===== src/core/swrpc_map.svh =====
`ifndef SWRPC_MAP_SVH
`define SWRPC_MAP_SVH

// command codes
`define SWRPC_CMD_RESET 8'hB4
`define SWRPC_CMD_BIT 8'h87

// read pointer positions
`define SWRPC_PTR_STATUS 2'h0
`define SWRPC_PTR_DATA 2'h1

// timebase
`define SWRPC_CLK_MHZ 100

// reset-low time: base plus step per code, in microseconds
`define SWRPC_RSTL_BASE_US 440
`define SWRPC_RSTL_STEP_US 20
// overdrive reset-low time is one tenth of standard
`define SWRPC_OD_DIV 10

// short sample time after release, in nanoseconds
`define SWRPC_SI_STD_NS 8000
`define SWRPC_SI_OD_NS 1000

// latest start of line activity after the acknowledge edge, in picoseconds
`define SWRPC_ACT_MAX_PS 262500
`define SWRPC_CLK_PERIOD_PS 10000

// reset values
`define SWRPC_RST_FLAG 1'b0
`define SWRPC_RST_OE_N 1'b1

`endif


===== src/core/swrpc_pkg.sv =====
package swrpc_pkg;

  typedef enum logic [2:0] {
    ST_IDLE,
    ST_WAIT_ACK,
    ST_LOW,
    ST_RELEASE,
    ST_WAIT_PARAM
  } swrpc_state_e;

  typedef struct packed {
    swrpc_state_e st;
    logic [17:0] cnt;
    logic [17:0] rstl;
    logic [17:0] msp;
    logic [17:0] si;
    logic busy;
    logic presence_flag;
    logic short_flag;
    logic oe_n;
    logic pullup_on;
    logic ack;
    logic nack;
    logic bit_req;
    logic bit_val;
    logic [1:0] rptr;
  } swrpc_regs_s;

endpackage


===== src/core/swrpc_line_sync.sv =====
`timescale 1ns/1ps
module swrpc_line_sync (
  input wire logic i_mclk,
  input wire logic i_reset,
  input wire logic i_async,
  output logic o_level
);

  logic s1_q;
  logic s2_q;
  logic s3_q;
  logic lvl_q;

  // idle line is pulled high
  always_ff @(posedge i_mclk) begin
    if (i_reset) begin
      s1_q <= 1'b1;
      s2_q <= 1'b1;
      s3_q <= 1'b1;
      lvl_q <= 1'b1;
    end else begin
      s1_q <= i_async;
      s2_q <= s1_q;
      s3_q <= s2_q;
      // change accepted only when second and third stage agree
      if (s2_q == s3_q) begin
        lvl_q <= s3_q;
      end
    end
  end

  assign o_level = lvl_q;

endmodule


===== src/core/swrpc_reset_cycle.sv =====
`timescale 1ns/1ps
`include "swrpc_map.svh"

// Function
// - command B4h, no parameter, drives one bus reset then a presence window
// - sample line at short and presence times into the two status flags
// - code arriving while busy is not acknowledged and is discarded
// - whole command lasts twice reset-low time plus at most 262.5ns
// - line activity starts within 262.5ns of the acknowledge falling edge
// - accepted reset points the read pointer at the status register
// - busy high for twice reset-low; flags updated at their sample times
// - reset-low 440 to 740us in 20us steps, tenth at overdrive
module swrpc_reset_cycle #(
  parameter int CYC_PER_US = `SWRPC_CLK_MHZ
) (
  input wire logic i_mclk,
  input wire logic i_reset,
  input wire logic i_cmd_valid,
  input wire logic [7:0] i_cmd_code,
  input wire logic i_param_valid,
  input wire logic [7:0] i_param_byte,
  input wire logic i_ack_fall,
  input wire logic i_overdrive_speed_select,
  input wire logic i_active_pullup_enable,
  input wire logic [3:0] i_reset_low_code_std,
  input wire logic [3:0] i_reset_low_code_od,
  input wire logic [3:0] i_presence_code_std,
  input wire logic [3:0] i_presence_code_od,
  input wire logic i_line,
  output logic o_line_out,
  output logic o_line_oe_n,
  output logic o_active_pullup,
  output logic o_cmd_ack,
  output logic o_cmd_nack,
  output logic o_line_busy_flag,
  output logic o_presence_pulse_flag,
  output logic o_short_detect_flag,
  output logic [1:0] o_read_ptr,
  output logic o_single_bit_req,
  output logic o_single_bit_value
);

  swrpc_pkg::swrpc_regs_s r_q;
  swrpc_pkg::swrpc_regs_s r_d;
  logic line_lvl;
  logic line_lo_q;

  swrpc_line_sync u_sync (
    .i_mclk(i_mclk),
    .i_reset(i_reset),
    .i_async(i_line),
    .o_level(line_lvl)
  );

  // presence sample time in tenths of a microsecond
  function automatic int msp_tenths(input logic od, input logic [3:0] code);
    int v;
    v = 0;
    if (od) begin
      v = (code <= 4'h1) ? 55 : 50 + 5 * int'(code);
      if (v > 110) begin
        v = 110;
      end
    end else begin
      v = (code <= 4'h1) ? 580 : 560 + 20 * int'(code);
      if (v > 760) begin
        v = 760;
      end
    end
    return v;
  endfunction

  function automatic logic [17:0] rstl_cycles(input logic od, input logic [3:0] code);
    int us;
    int c;
    us = `SWRPC_RSTL_BASE_US + `SWRPC_RSTL_STEP_US * int'(code);
    c = od ? (us * CYC_PER_US) / `SWRPC_OD_DIV : us * CYC_PER_US;
    if (c < 1) begin
      c = 1;
    end
    return c[17:0];
  endfunction

  function automatic logic [17:0] msp_cycles(input logic od, input logic [3:0] code);
    int c;
    c = (msp_tenths(od, code) * CYC_PER_US) / 10;
    if (c < 1) begin
      c = 1;
    end
    return c[17:0];
  endfunction

  function automatic logic [17:0] si_cycles(input logic od);
    int ns;
    int c;
    ns = od ? `SWRPC_SI_OD_NS : `SWRPC_SI_STD_NS;
    c = (ns * CYC_PER_US) / 1000;
    if (c < 1) begin
      c = 1;
    end
    return c[17:0];
  endfunction

  always_comb begin
    logic od;
    logic [3:0] rcode;
    logic [3:0] pcode;
    logic refuse;
    od = i_overdrive_speed_select;
    rcode = od ? i_reset_low_code_od : i_reset_low_code_std;
    pcode = od ? i_presence_code_od : i_presence_code_std;
    // busy is only ever high in the low and release states, so refusal is decided there
    refuse = i_cmd_valid &&
      (i_cmd_code == `SWRPC_CMD_RESET || i_cmd_code == `SWRPC_CMD_BIT);
    r_d = r_q;
    r_d.ack = 1'b0;
    r_d.nack = 1'b0;
    r_d.bit_req = 1'b0;
    r_d.pullup_on = 1'b0;
    case (r_q.st)
      swrpc_pkg::ST_IDLE: begin
        if (i_cmd_valid && i_cmd_code == `SWRPC_CMD_RESET) begin
          if (r_q.busy) begin
            r_d.nack = 1'b1;
          end else begin
            r_d.ack = 1'b1;
            r_d.rptr = `SWRPC_PTR_STATUS;
            r_d.st = swrpc_pkg::ST_WAIT_ACK;
          end
        end else if (i_cmd_valid && i_cmd_code == `SWRPC_CMD_BIT) begin
          if (r_q.busy) begin
            r_d.nack = 1'b1;
          end else begin
            r_d.ack = 1'b1;
            r_d.st = swrpc_pkg::ST_WAIT_PARAM;
          end
        end
      end
      swrpc_pkg::ST_WAIT_ACK: begin
        // settings are latched at the acknowledge edge, so a mid-cycle
        // change cannot stretch or cut the waveform
        if (i_ack_fall) begin
          r_d.rstl = rstl_cycles(od, rcode);
          r_d.msp = msp_cycles(od, pcode);
          r_d.si = si_cycles(od);
          r_d.cnt = 18'h00000;
          r_d.busy = 1'b1;
          r_d.oe_n = 1'b0;
          r_d.st = swrpc_pkg::ST_LOW;
        end
      end
      swrpc_pkg::ST_LOW: begin
        r_d.nack = refuse;
        r_d.cnt = r_q.cnt + 18'h00001;
        if (r_q.cnt == r_q.rstl - 18'h00001) begin
          r_d.cnt = 18'h00000;
          r_d.oe_n = 1'b1;
          r_d.st = swrpc_pkg::ST_RELEASE;
        end
      end
      swrpc_pkg::ST_RELEASE: begin
        r_d.nack = refuse;
        r_d.cnt = r_q.cnt + 18'h00001;
        // boost the rising edge only until the line is seen high or the short sample time is reached
        r_d.pullup_on = i_active_pullup_enable && line_lo_q && r_q.cnt < r_q.si;
        if (r_q.cnt == r_q.si) begin
          r_d.short_flag = line_lo_q;
        end
        if (r_q.cnt == r_q.msp) begin
          r_d.presence_flag = line_lo_q;
        end
        if (r_q.cnt == r_q.rstl - 18'h00001) begin
          r_d.busy = 1'b0;
          r_d.cnt = 18'h00000;
          r_d.st = swrpc_pkg::ST_IDLE;
        end
      end
      swrpc_pkg::ST_WAIT_PARAM: begin
        if (i_param_valid) begin
          r_d.bit_req = 1'b1;
          r_d.bit_val = i_param_byte[7];
          r_d.rptr = `SWRPC_PTR_STATUS;
          r_d.st = swrpc_pkg::ST_IDLE;
        end
      end
      default: begin
        r_d.st = swrpc_pkg::ST_IDLE;
      end
    endcase
  end

  always_ff @(posedge i_mclk) begin
    if (i_reset) begin
      r_q.st <= swrpc_pkg::ST_IDLE;
      r_q.cnt <= 18'h00000;
      r_q.rstl <= 18'h00001;
      r_q.msp <= 18'h00001;
      r_q.si <= 18'h00001;
      r_q.busy <= `SWRPC_RST_FLAG;
      r_q.presence_flag <= `SWRPC_RST_FLAG;
      r_q.short_flag <= `SWRPC_RST_FLAG;
      r_q.oe_n <= `SWRPC_RST_OE_N;
      r_q.pullup_on <= 1'b0;
      r_q.ack <= 1'b0;
      r_q.nack <= 1'b0;
      r_q.bit_req <= 1'b0;
      r_q.bit_val <= 1'b0;
      r_q.rptr <= `SWRPC_PTR_STATUS;
      line_lo_q <= 1'b0;
    end else begin
      r_q <= r_d;
      line_lo_q <= ~line_lvl;
    end
  end

  // the master only ever pulls low; the high level comes from the pullup
  assign o_line_out = 1'b0;
  assign o_line_oe_n = r_q.oe_n;
  assign o_active_pullup = r_q.pullup_on;
  assign o_cmd_ack = r_q.ack;
  assign o_cmd_nack = r_q.nack;
  assign o_line_busy_flag = r_q.busy;
  assign o_presence_pulse_flag = r_q.presence_flag;
  assign o_short_detect_flag = r_q.short_flag;
  assign o_read_ptr = r_q.rptr;
  assign o_single_bit_req = r_q.bit_req;
  assign o_single_bit_value = r_q.bit_val;

endmodule


===== config.mk =====
export PLATFORM = sky130hd
export DESIGN_NAME = swrpc_reset_cycle
export DESIGN_NICKNAME = d
export VERILOG_FILES = /design/src/core/swrpc_pkg.sv /design/src/core/swrpc_line_sync.sv /design/src/core/swrpc_reset_cycle.sv
export VERILOG_INCLUDE_DIRS = /design/src /design/src/core
export SDC_FILE = /design/constraint.sdc
export NUM_CORES = 1
export LEC_CHECK = 0
export BUFFER_PORTS_ARGS = -buffer_cell sky130_fd_sc_hd__buf_4
export CAP_MARGIN = 20
export CORE_UTILIZATION = 45
export DETAILED_ROUTE_END_ITERATION = 8
export SKIP_LAST_GASP = 1
export SLEW_MARGIN = 40
export SYNTH_ARGS = -nofsm -noshare
export SYNTH_HDL_FRONTEND = slang
export SYNTH_SLANG_ARGS = --single-unit

===== constraint.sdc =====
create_clock -name i_mclk -period 30.6 [get_ports i_mclk]
set_input_delay 9.18 -clock i_mclk [delete_from_list [all_inputs] [get_ports i_mclk]]
set_output_delay 9.18 -clock i_mclk [all_outputs]
set_load 0.1 [all_outputs]

Yosys cells after proc, flatten, opt, wreduce, memory -nomap -nowiden. Cells that the tools add are included.

Register bits after elaboration: 91. Input port bits: 40. Output and inout bits: 12. Word-level logic and storage cells: 126.

$add $sub $neg: 5. $mul: 6. Divide/modulo/power cells: 3. $lt $le $gt $ge: 7. Equality and inequality tests: 19. Multiplexer cells: 38. Bitwise gates (word level): 4. Reductions and logical operators: 24.

Operators by type and width (count): $mux W32 (4); $lt A32 B2 Y1 const B (3); $mux W76 (1); $div A32 B5 Y32 const B (2); $eq A18 B18 Y1 (3); $mux W18 (3); $pmux W18 S3 (1); $mux W21 (2); $div A32 B11 Y32 const B (1); $mul A32 B6 Y30 const B (1); $mux W11 (2); $mul A3 B4 Y7 const A (3); $add A18 B1 Y18 const B (1); $lt A18 B18 Y1 (1); $mul A13 B5 Y18 const B (1); $sub A18 B1 Y18 const B (1); $eq A8 B8 Y1 const B (2); $mux W8 (2); $mul A10 B5 Y15 const B (1); $mux W3 (5); $pmux W3 S5 (1); $mux W13 (1); $mux W4 (3); $ne A2 B2 Y1 const B (6); 26 further kinds (55).

Logic depth before layout (Yosys ltp). Gate-level depths: netlist of run 1.

Depth in word-level cells: 15. Mapped depth: 82. Mapped depth without buffers: 68.

Cells and area by module. A second synthesis of run 1 with hierarchy kept.

Cells, all modules: 2142. Area total of the unflattened synthesis: 15157.0 um2.

Modules (own cells, without submodules): swrpc_reset_cycle (times used 1, cells each 2132, area each 15041.9 um2); swrpc_line_sync (times used 1, cells each 10, area each 115.1 um2).

Worst setup path before layout of run 1. No wires, ideal clock.

Path type: input -> register. Start: input port i_overdrive_speed_select. End: register r_q[29] (netlist name). Library setup time: 0.123 ns. Data arrival time: 27.887 ns. Setup slack: 2.590 ns. Stages: 79. Buffers on the path: 12. Path through: buf_4 > clkbuf_1 > clkbuf_1 > clkbuf_1 > mux2i_1 > inv_1 > ha_1 > ha_1 > inv_1 > fa_1 > buf_2 > a31o_2 > nor4_1 > a31oi_1 > o41a_1 > nor2_1 > nand2_1 > nand2_1 > [... 43 more ...] > o311a_2 > o32a_1 > a31oi_1 > o21ai_2 > mux2i_4 > a22oi_2 > a2111oi_1 > or4_1 > buf_2 > nor3_4 > xnor2_1 > inv_1 > ha_1 > nor2_1 > or2_1 > o21ai_1 > a2111oi_2 > o2bb2ai_1.

Cells in the longest elaborated chain, start to end: 13. Elaborated cells between the ends (all ways): 19. Classes of those cells: add/sub: 2; mul: 3; div: 1; order compare: 4; mux: 9.

RTL lines: start: declaration (RTL line swrpc_reset_cycle.sv:23) `input wire logic i_overdrive_speed_select,`; $mux W4 (RTL line swrpc_reset_cycle.sv:111) `pcode = od ? i_presence_code_od : i_presence_code_std;`; $mul A3 B4 Y7 (RTL line swrpc_reset_cycle.sv:60, swrpc_reset_cycle.sv:65); $add A10 B9 Y11 / $add A6 B7 Y8 (equally long branches) (RTL line swrpc_reset_cycle.sv:65, swrpc_reset_cycle.sv:60); $mux W11 / $mux W8 (equally long branches) (RTL line swrpc_reset_cycle.sv:65, swrpc_reset_cycle.sv:60); $gt A11 B10 Y1 / $gt A8 B7 Y1 (equally long branches) (RTL line swrpc_reset_cycle.sv:66, swrpc_reset_cycle.sv:61); $mux W11 / $mux W8 (equally long branches) (RTL line swrpc_reset_cycle.sv:66, swrpc_reset_cycle.sv:61); $mux W32 (*) (RTL line swrpc_reset_cycle.sv:59) `if (od) begin`; $mux W32 (*) (RTL line swrpc_reset_cycle.sv:142) `if (i_ack_fall) begin`; $mux W32 (*) (RTL line swrpc_reset_cycle.sv:120) `case (r_q.st)`; $mul A32 B6 Y30 (*) (RTL line swrpc_reset_cycle.sv:86) `c = (msp_tenths(od, code) * CYC_PER_US) / 10;`; $div A32 B5 Y32 (*) (RTL line swrpc_reset_cycle.sv:86); $lt A32 B2 Y1 (RTL line swrpc_reset_cycle.sv:87) `if (c < 1) begin`; $mux W18 (*) (RTL line swrpc_reset_cycle.sv:87); end signal: assignment (RTL line swrpc_reset_cycle.sv:211) `r_q <= r_d;`; end: declaration (RTL line swrpc_reset_cycle.sv:43) `swrpc_pkg::swrpc_regs_s r_q;`.

Mark *: on every way between the ends. The rest lies on a longest branch, timed or not. The select of a mux whose other input is x is not followed. A chain may end at the register's enable or synchronous reset.

Worst setup path in the final report of run 1. Ends and elaborated chain as after synthesis.

==> impl_metrics.tcl, run 1 <==
set metrics [dict create \
    outcome "finished, violations left" \
    violations "max-slew violations" \
    min_period_ns 29.27 \
    period_share 0.956 \
    std_cell_rows 66 \
    met2_length_mm 20.1 \
    num_vias 16300 \
    grt_pass1_wl_mm 74.3 \
    die_y_microns 184 \
    path_common_cell "ha_1" \
    cts_tree "yes" \
    grtUsageTotal 0.262 \
    multi_input_area_sq_um 12900 \
    postSynthCellCount 2102 \
    grt_pass1_vias 14600 \
    synthDominantCellAreaShare 0.0963 \
    place.gp.congestion 0.962 \
    worstReg2RegStart "r_q[49]" \
    die_area_sq_um 34000 \
    clock.fmax_mhz 34.2 \
    antenna_found_initial 0 \
    relSlewSlack -0.873 \
    cts_buffers 9 \
    diodes 0 \
    synth_area_per_cell_sq_um 7.12 \
    synth_area_sq_um 15000 \
    ff_latch_area_sq_um 1440 \
    rrSetupSlack_ns 26.37 \
    hold_class "register to register" \
    tns_ns 0 \
    cp.arrival_ns 29.48 \
    pin_count 52 \
    dr.max_layer_used "met4" \
    synth_seq_cells 72 \
    wl_met3_mm 2.65 \
    fp.coreArea_sq_um 32600 \
    fill_cells 3324 \
    worstMarginPinSlew_ns 2.79 \
    slowest_delay_ns 0.61 \
    yosys-top-cells-count "nor2_1 (236), nand2_1 (164), a21oi_1 (136), xnor2_1 (133), o21ai_0 (99)" \
    drt_pass1_iterations 6 \
    crit_type "input port to register" \
    hold_viol 0 \
    avgViaCountPerCell 6.40 \
    routedWlPerCell_microns 17.9 \
    clkSinkCount 72 \
    synthDistinctLibCells 131 \
    crit_end "r_q[29]" \
    top_register "r_q" \
    drt-met1-wl_mm 22.1 \
    async_flop_share 0 \
    clk_path_buf_depth 2 \
    io_buffers 41 \
    gr-total-overflow 0 \
    slowest_stage "or4_4" \
    layout-drive-gt1-share 0.109 \
    reg2reg_depth 17 \
    startpoint "i_overdrive_speed_select" \
    htree_levels 3 \
    drtIter0Drc 1380 \
    grt_max_degree 73 \
    maxCapViolations 0 \
    postRouteAntennaNets 0 \
    nets 2247 \
    worstPathRequired_ns 30.82 \
    drcViolationCount 0 \
    wl_mm 45.7 \
    clock_skew_ns 0.00825 \
    initial_core_util 0.459 \
    maxSlewViolCount 24 \
    crit_path_start_kind "input port" \
    endpoint_kind "register" \
    yosys.cell_count.top_type "nor2_1" \
    ys.flop_type "dfxtp_1" \
    ys_seq_area_frac 0.0963 \
    regToRegEndpoint "r_q[67]" \
    yosys_warnings 0 \
    syn2layout_area_growth_pct 7.93 \
    yosysTopAreaCell "dfxtp_1" \
    path_clk_slew_ns 0.06 \
    hold_buffers 0 \
    setup-violations-final 0 \
    die_width_microns 184 \
    dpl.hpwl_mm 35.4 \
    largest_reg_flops 58 \
    path_max_fanout 15 \
    synth_edf_count 0 \
    holdWs_ns 0.427 \
    synth_area_leaders "dfxtp_1 (9.6%), xnor2_1 (7.8%), ha_1 (7.8%), nor2_1 (5.9%), a21oi_1 (4.5%)" \
    clockRootBuffer "clkbuf_16" \
    clk_latency_ns 0.34 \
]
-- area by class of cell --
type                       count  share of cell area
timing repair buffer          89              0.0414
clock buffer                  10              0.0142
clock inverter                 6             0.00573
tap                          442              0.0342
multi-input combinational   1855               0.798
sequential                    72              0.0892
inverter                      76              0.0177
-- worst max-delay path, delay by kind of cell --
family | cells | cell delay [ns]
AND/OR/NAND/NOR | 22 | 7.09
AO/OA/AOI/OAI | 25 | 7.05
adder cells (fa/ha/maj) | 8 | 2.65
multiplexers | 5 | 1.57
buffers and inverters | 8 | 1.29
XOR/XNOR | 2 | 0.57
-- logic make-up after synthesis --
group                    Yosys count  share of synthesized area
multiplexers                      43                     0.0320
AND/OR/NAND/NOR                  857                      0.298
XOR/XNOR                         182                      0.109
AO/OA/AOI/OAI                    660                      0.322
adder cells (fa/ha/maj)          107                     0.0945
flip-flops                        72                     0.0963
other                              1                   0.000251
buffers and inverters            180                     0.0491
-- stage by stage --
step                      setup slack, ns   util  instance area, sq um  cells
after floorplan                      2.59      -                 15000   2107
after global placement               1.09  0.483                 15700   2532
after detailed placement            0.858  0.483                 15800   2532
after CTS                            1.18  0.493                 16100   2548
after global routing             -0.00762  0.495                 16200   2550
final                                1.33  0.495                 16200   2550
-- how the worst min path moves through the flow --
stage	from	to	slack, ns	cells after the start
finish	u_sync.s1_q	u_sync.s2_q	0.43	1
floorplan	u_sync.s1_q	u_sync.s2_q	0.39	1
global route	u_sync.s1_q	u_sync.s2_q	0.45	1
detailed placement	u_sync.s1_q	u_sync.s2_q	0.41	1
CTS	u_sync.s1_q	u_sync.s2_q	0.43	1
global placement	u_sync.s1_q	u_sync.s2_q	0.40	1
-- placed cells by master (no fill, tap or decap), drive strengths merged, types with 46 or more instances in the layout --
| master | instances |
|---|---|
| a21oi | 139 |
| buf | 89 |
| dfxtp | 72 |
| ha | 93 |
| inv | 75 |
| nand2 | 165 |
| nand3 | 65 |
| nor2 | 238 |
| nor3 | 72 |
| o21ai | 113 |
| xnor2 | 136 |
| xor2 | 46 |
-- per-layer routing --
layer  vias up  GRT usage
li1       7960          -
met1      7663      0.378
met2       624      0.412
met3        73     0.0243
met4         0     0.0710
met5         -          0
-- repair_timing --
item,CTS,global route
gates resized for setup,0,7
buffers inserted,0,2
setup endpoints to repair,0,2
Power of run 1 is not shown: default switching activity piles up to over one toggle a cycle in this logic, so the estimate is an artifact.
==> run 2, diff against run 1 <==
--- a/config.mk
+++ b/config.mk
@@ -8,7 +8,7 @@
 export LEC_CHECK = 0
 export BUFFER_PORTS_ARGS = -buffer_cell sky130_fd_sc_hd__buf_4
 export CAP_MARGIN = 20
-export CORE_UTILIZATION = 45
+export CORE_UTILIZATION = 25
 export DETAILED_ROUTE_END_ITERATION = 8
 export SKIP_LAST_GASP = 1
 export SLEW_MARGIN = 40
==> run 2 against run 1 <==
Effect of this change:
- global-route usage shrank 12 points
- die area grew 79%
- critical path type unchanged
- the flow finishes with violations (design-rule violations, max-slew violations)
- largest cell class unchanged
- register-to-register slack gained 0.02 ns
- highest routed layer unchanged
==> impl_metrics.tcl, run 2 (same netlist as run 1, synthesis figures left out) <==
set metrics [dict create \
    antenna_found_initial 0 \
    met2_length_mm 19.8 \
    drt-met1-wl_mm 22.3 \
    num_vias 15900 \
    crit_end "r_q[29]" \
    violations "design-rule violations, max-slew violations" \
    hold_viol 0 \
    min_period_ns 29.11 \
    endpoint_kind "register" \
    cts_tree "yes" \
    gr-total-overflow 0 \
    avgViaCountPerCell 5.49 \
    hold_class "register to register" \
    diodes 0 \
    path_clk_slew_ns 0.06 \
    worstReg2RegStart "r_q[49]" \
    largest_reg_flops 58 \
    grt_max_degree 60 \
    io_buffers 41 \
    final_cell_mix "nor2_1 (236), nand2_1 (163), a21oi_1 (135)" \
    nets 2268 \
    fp.coreArea_sq_um 59100 \
    reg2reg_depth 17 \
    clock_skew_ns 0.00266 \
    htree_levels 3 \
    regToRegEndpoint "r_q[67]" \
    path_common_cell "ha_1" \
    worstMarginPinSlew_ns 3.04 \
    rsz0062_at_grt "no" \
    clkSinkCount 72 \
    dpl_worst_slack_ns 1.08 \
    clk_path_buf_depth 2 \
    slowest_delay_ns 0.64 \
    outcome "finished, violations left" \
    cp.arrival_ns 29.34 \
    drt_pass1_iterations 7 \
    grt_pass1_vias 14500 \
    worstPathRequired_ns 30.83 \
    place.gp.congestion 0.895 \
    drcViolationCount 8 \
    slowest_stage "or4_1" \
    dr.max_layer_used "met4" \
    dpl.hpwl_mm 35.5 \
    relSlewSlack -1.04 \
    grtUsageTotal 0.147 \
    drtIter0Drc 1186 \
    startpoint "i_overdrive_speed_select" \
    path_max_fanout 15 \
    die_width_microns 247 \
    wl_met3_mm 2.23 \
    setup_ws_ns 1.49 \
    die_y_microns 247 \
    layout-drive-gt1-share 0.119 \
    tns_ns 0 \
    setup-violations-final 0 \
    routedWlPerCell_microns 15.5 \
    std_cell_rows 89 \
    cts_buffers 9 \
    crit_path_start_kind "input port" \
    maxCapViolations 0 \
    top_register "r_q" \
    clk_latency_ns 0.34 \
    rrSetupSlack_ns 26.39 \
    final_common_cell "nor2_1" \
    maxSlewViolCount 24 \
    clock.fmax_mhz 34.4 \
    syn2layout_area_growth_pct 11.7 \
    initial_core_util 0.253 \
    die_area_sq_um 60900 \
    utilization 0.283 \
    pin_count 52 \
    postRouteAntennaNets 0 \
    grt_pass1_wl_mm 75.2 \
    period_share 0.951 \
    cts_setup_buffers 0 \
    clockRootBuffer "clkbuf_16" \
    wl_mm 45.1 \
    crit_type "input port to register" \
]
==> run 2: per-stage QoR <==
step	std cells	instance area (sq um)	hold slack [ns]
global placement	2886	16300	0.400
detailed placement	2886	16300	0.405
CTS	2902	16700	0.419
global route	2902	16700	0.427
finish	2902	16700	0.414
floorplan	2107	15000	0.389
==> run 2: timing repair <==
item | 4_1_cts | 5_1_grt
hold buffers | 0 | 0
gates resized for setup | 0 | 4
endpoints found under the setup margin | 0 | 2
==> run 2: final cells by class <==
cell class	instances	area, sq um
clock inverters	5	55.1
flip-flops and latches	72	1440
repair buffers	110	826
fillers	6484	42400
well taps	773	967
inverters	76	285
clock buffers	11	253
multi-input cells	1855	12900
==> run 2: worst max-delay path, delay by kind of cell <==
kind | cells | cell delay (ns)
buf+inv | 9 | 1.52
xor+xnor | 3 | 1.01
compound gates | 30 | 8.41
simple gates | 18 | 5.52
mux | 2 | 0.98
fa+ha+maj | 8 | 2.69
==> run 2: how the worst min path moves through the flow <==
stage,end,cells past startpoint,start
finish,u_sync.s2_q,1,u_sync.s1_q
global route,u_sync.s2_q,1,u_sync.s1_q
CTS,u_sync.s2_q,1,u_sync.s1_q
detailed placement,u_sync.s2_q,1,u_sync.s1_q
global placement,u_sync.s2_q,1,u_sync.s1_q
floorplan,u_sync.s2_q,1,u_sync.s1_q
==> run 2: per-layer routing <==
metal  track usage  up-vias
met5             0        -
met4        0.0260        0
met3        0.0156       56
met2         0.234      449
met1         0.212     7431
li1              -     8010
Power of run 2 is left out for the same reason.
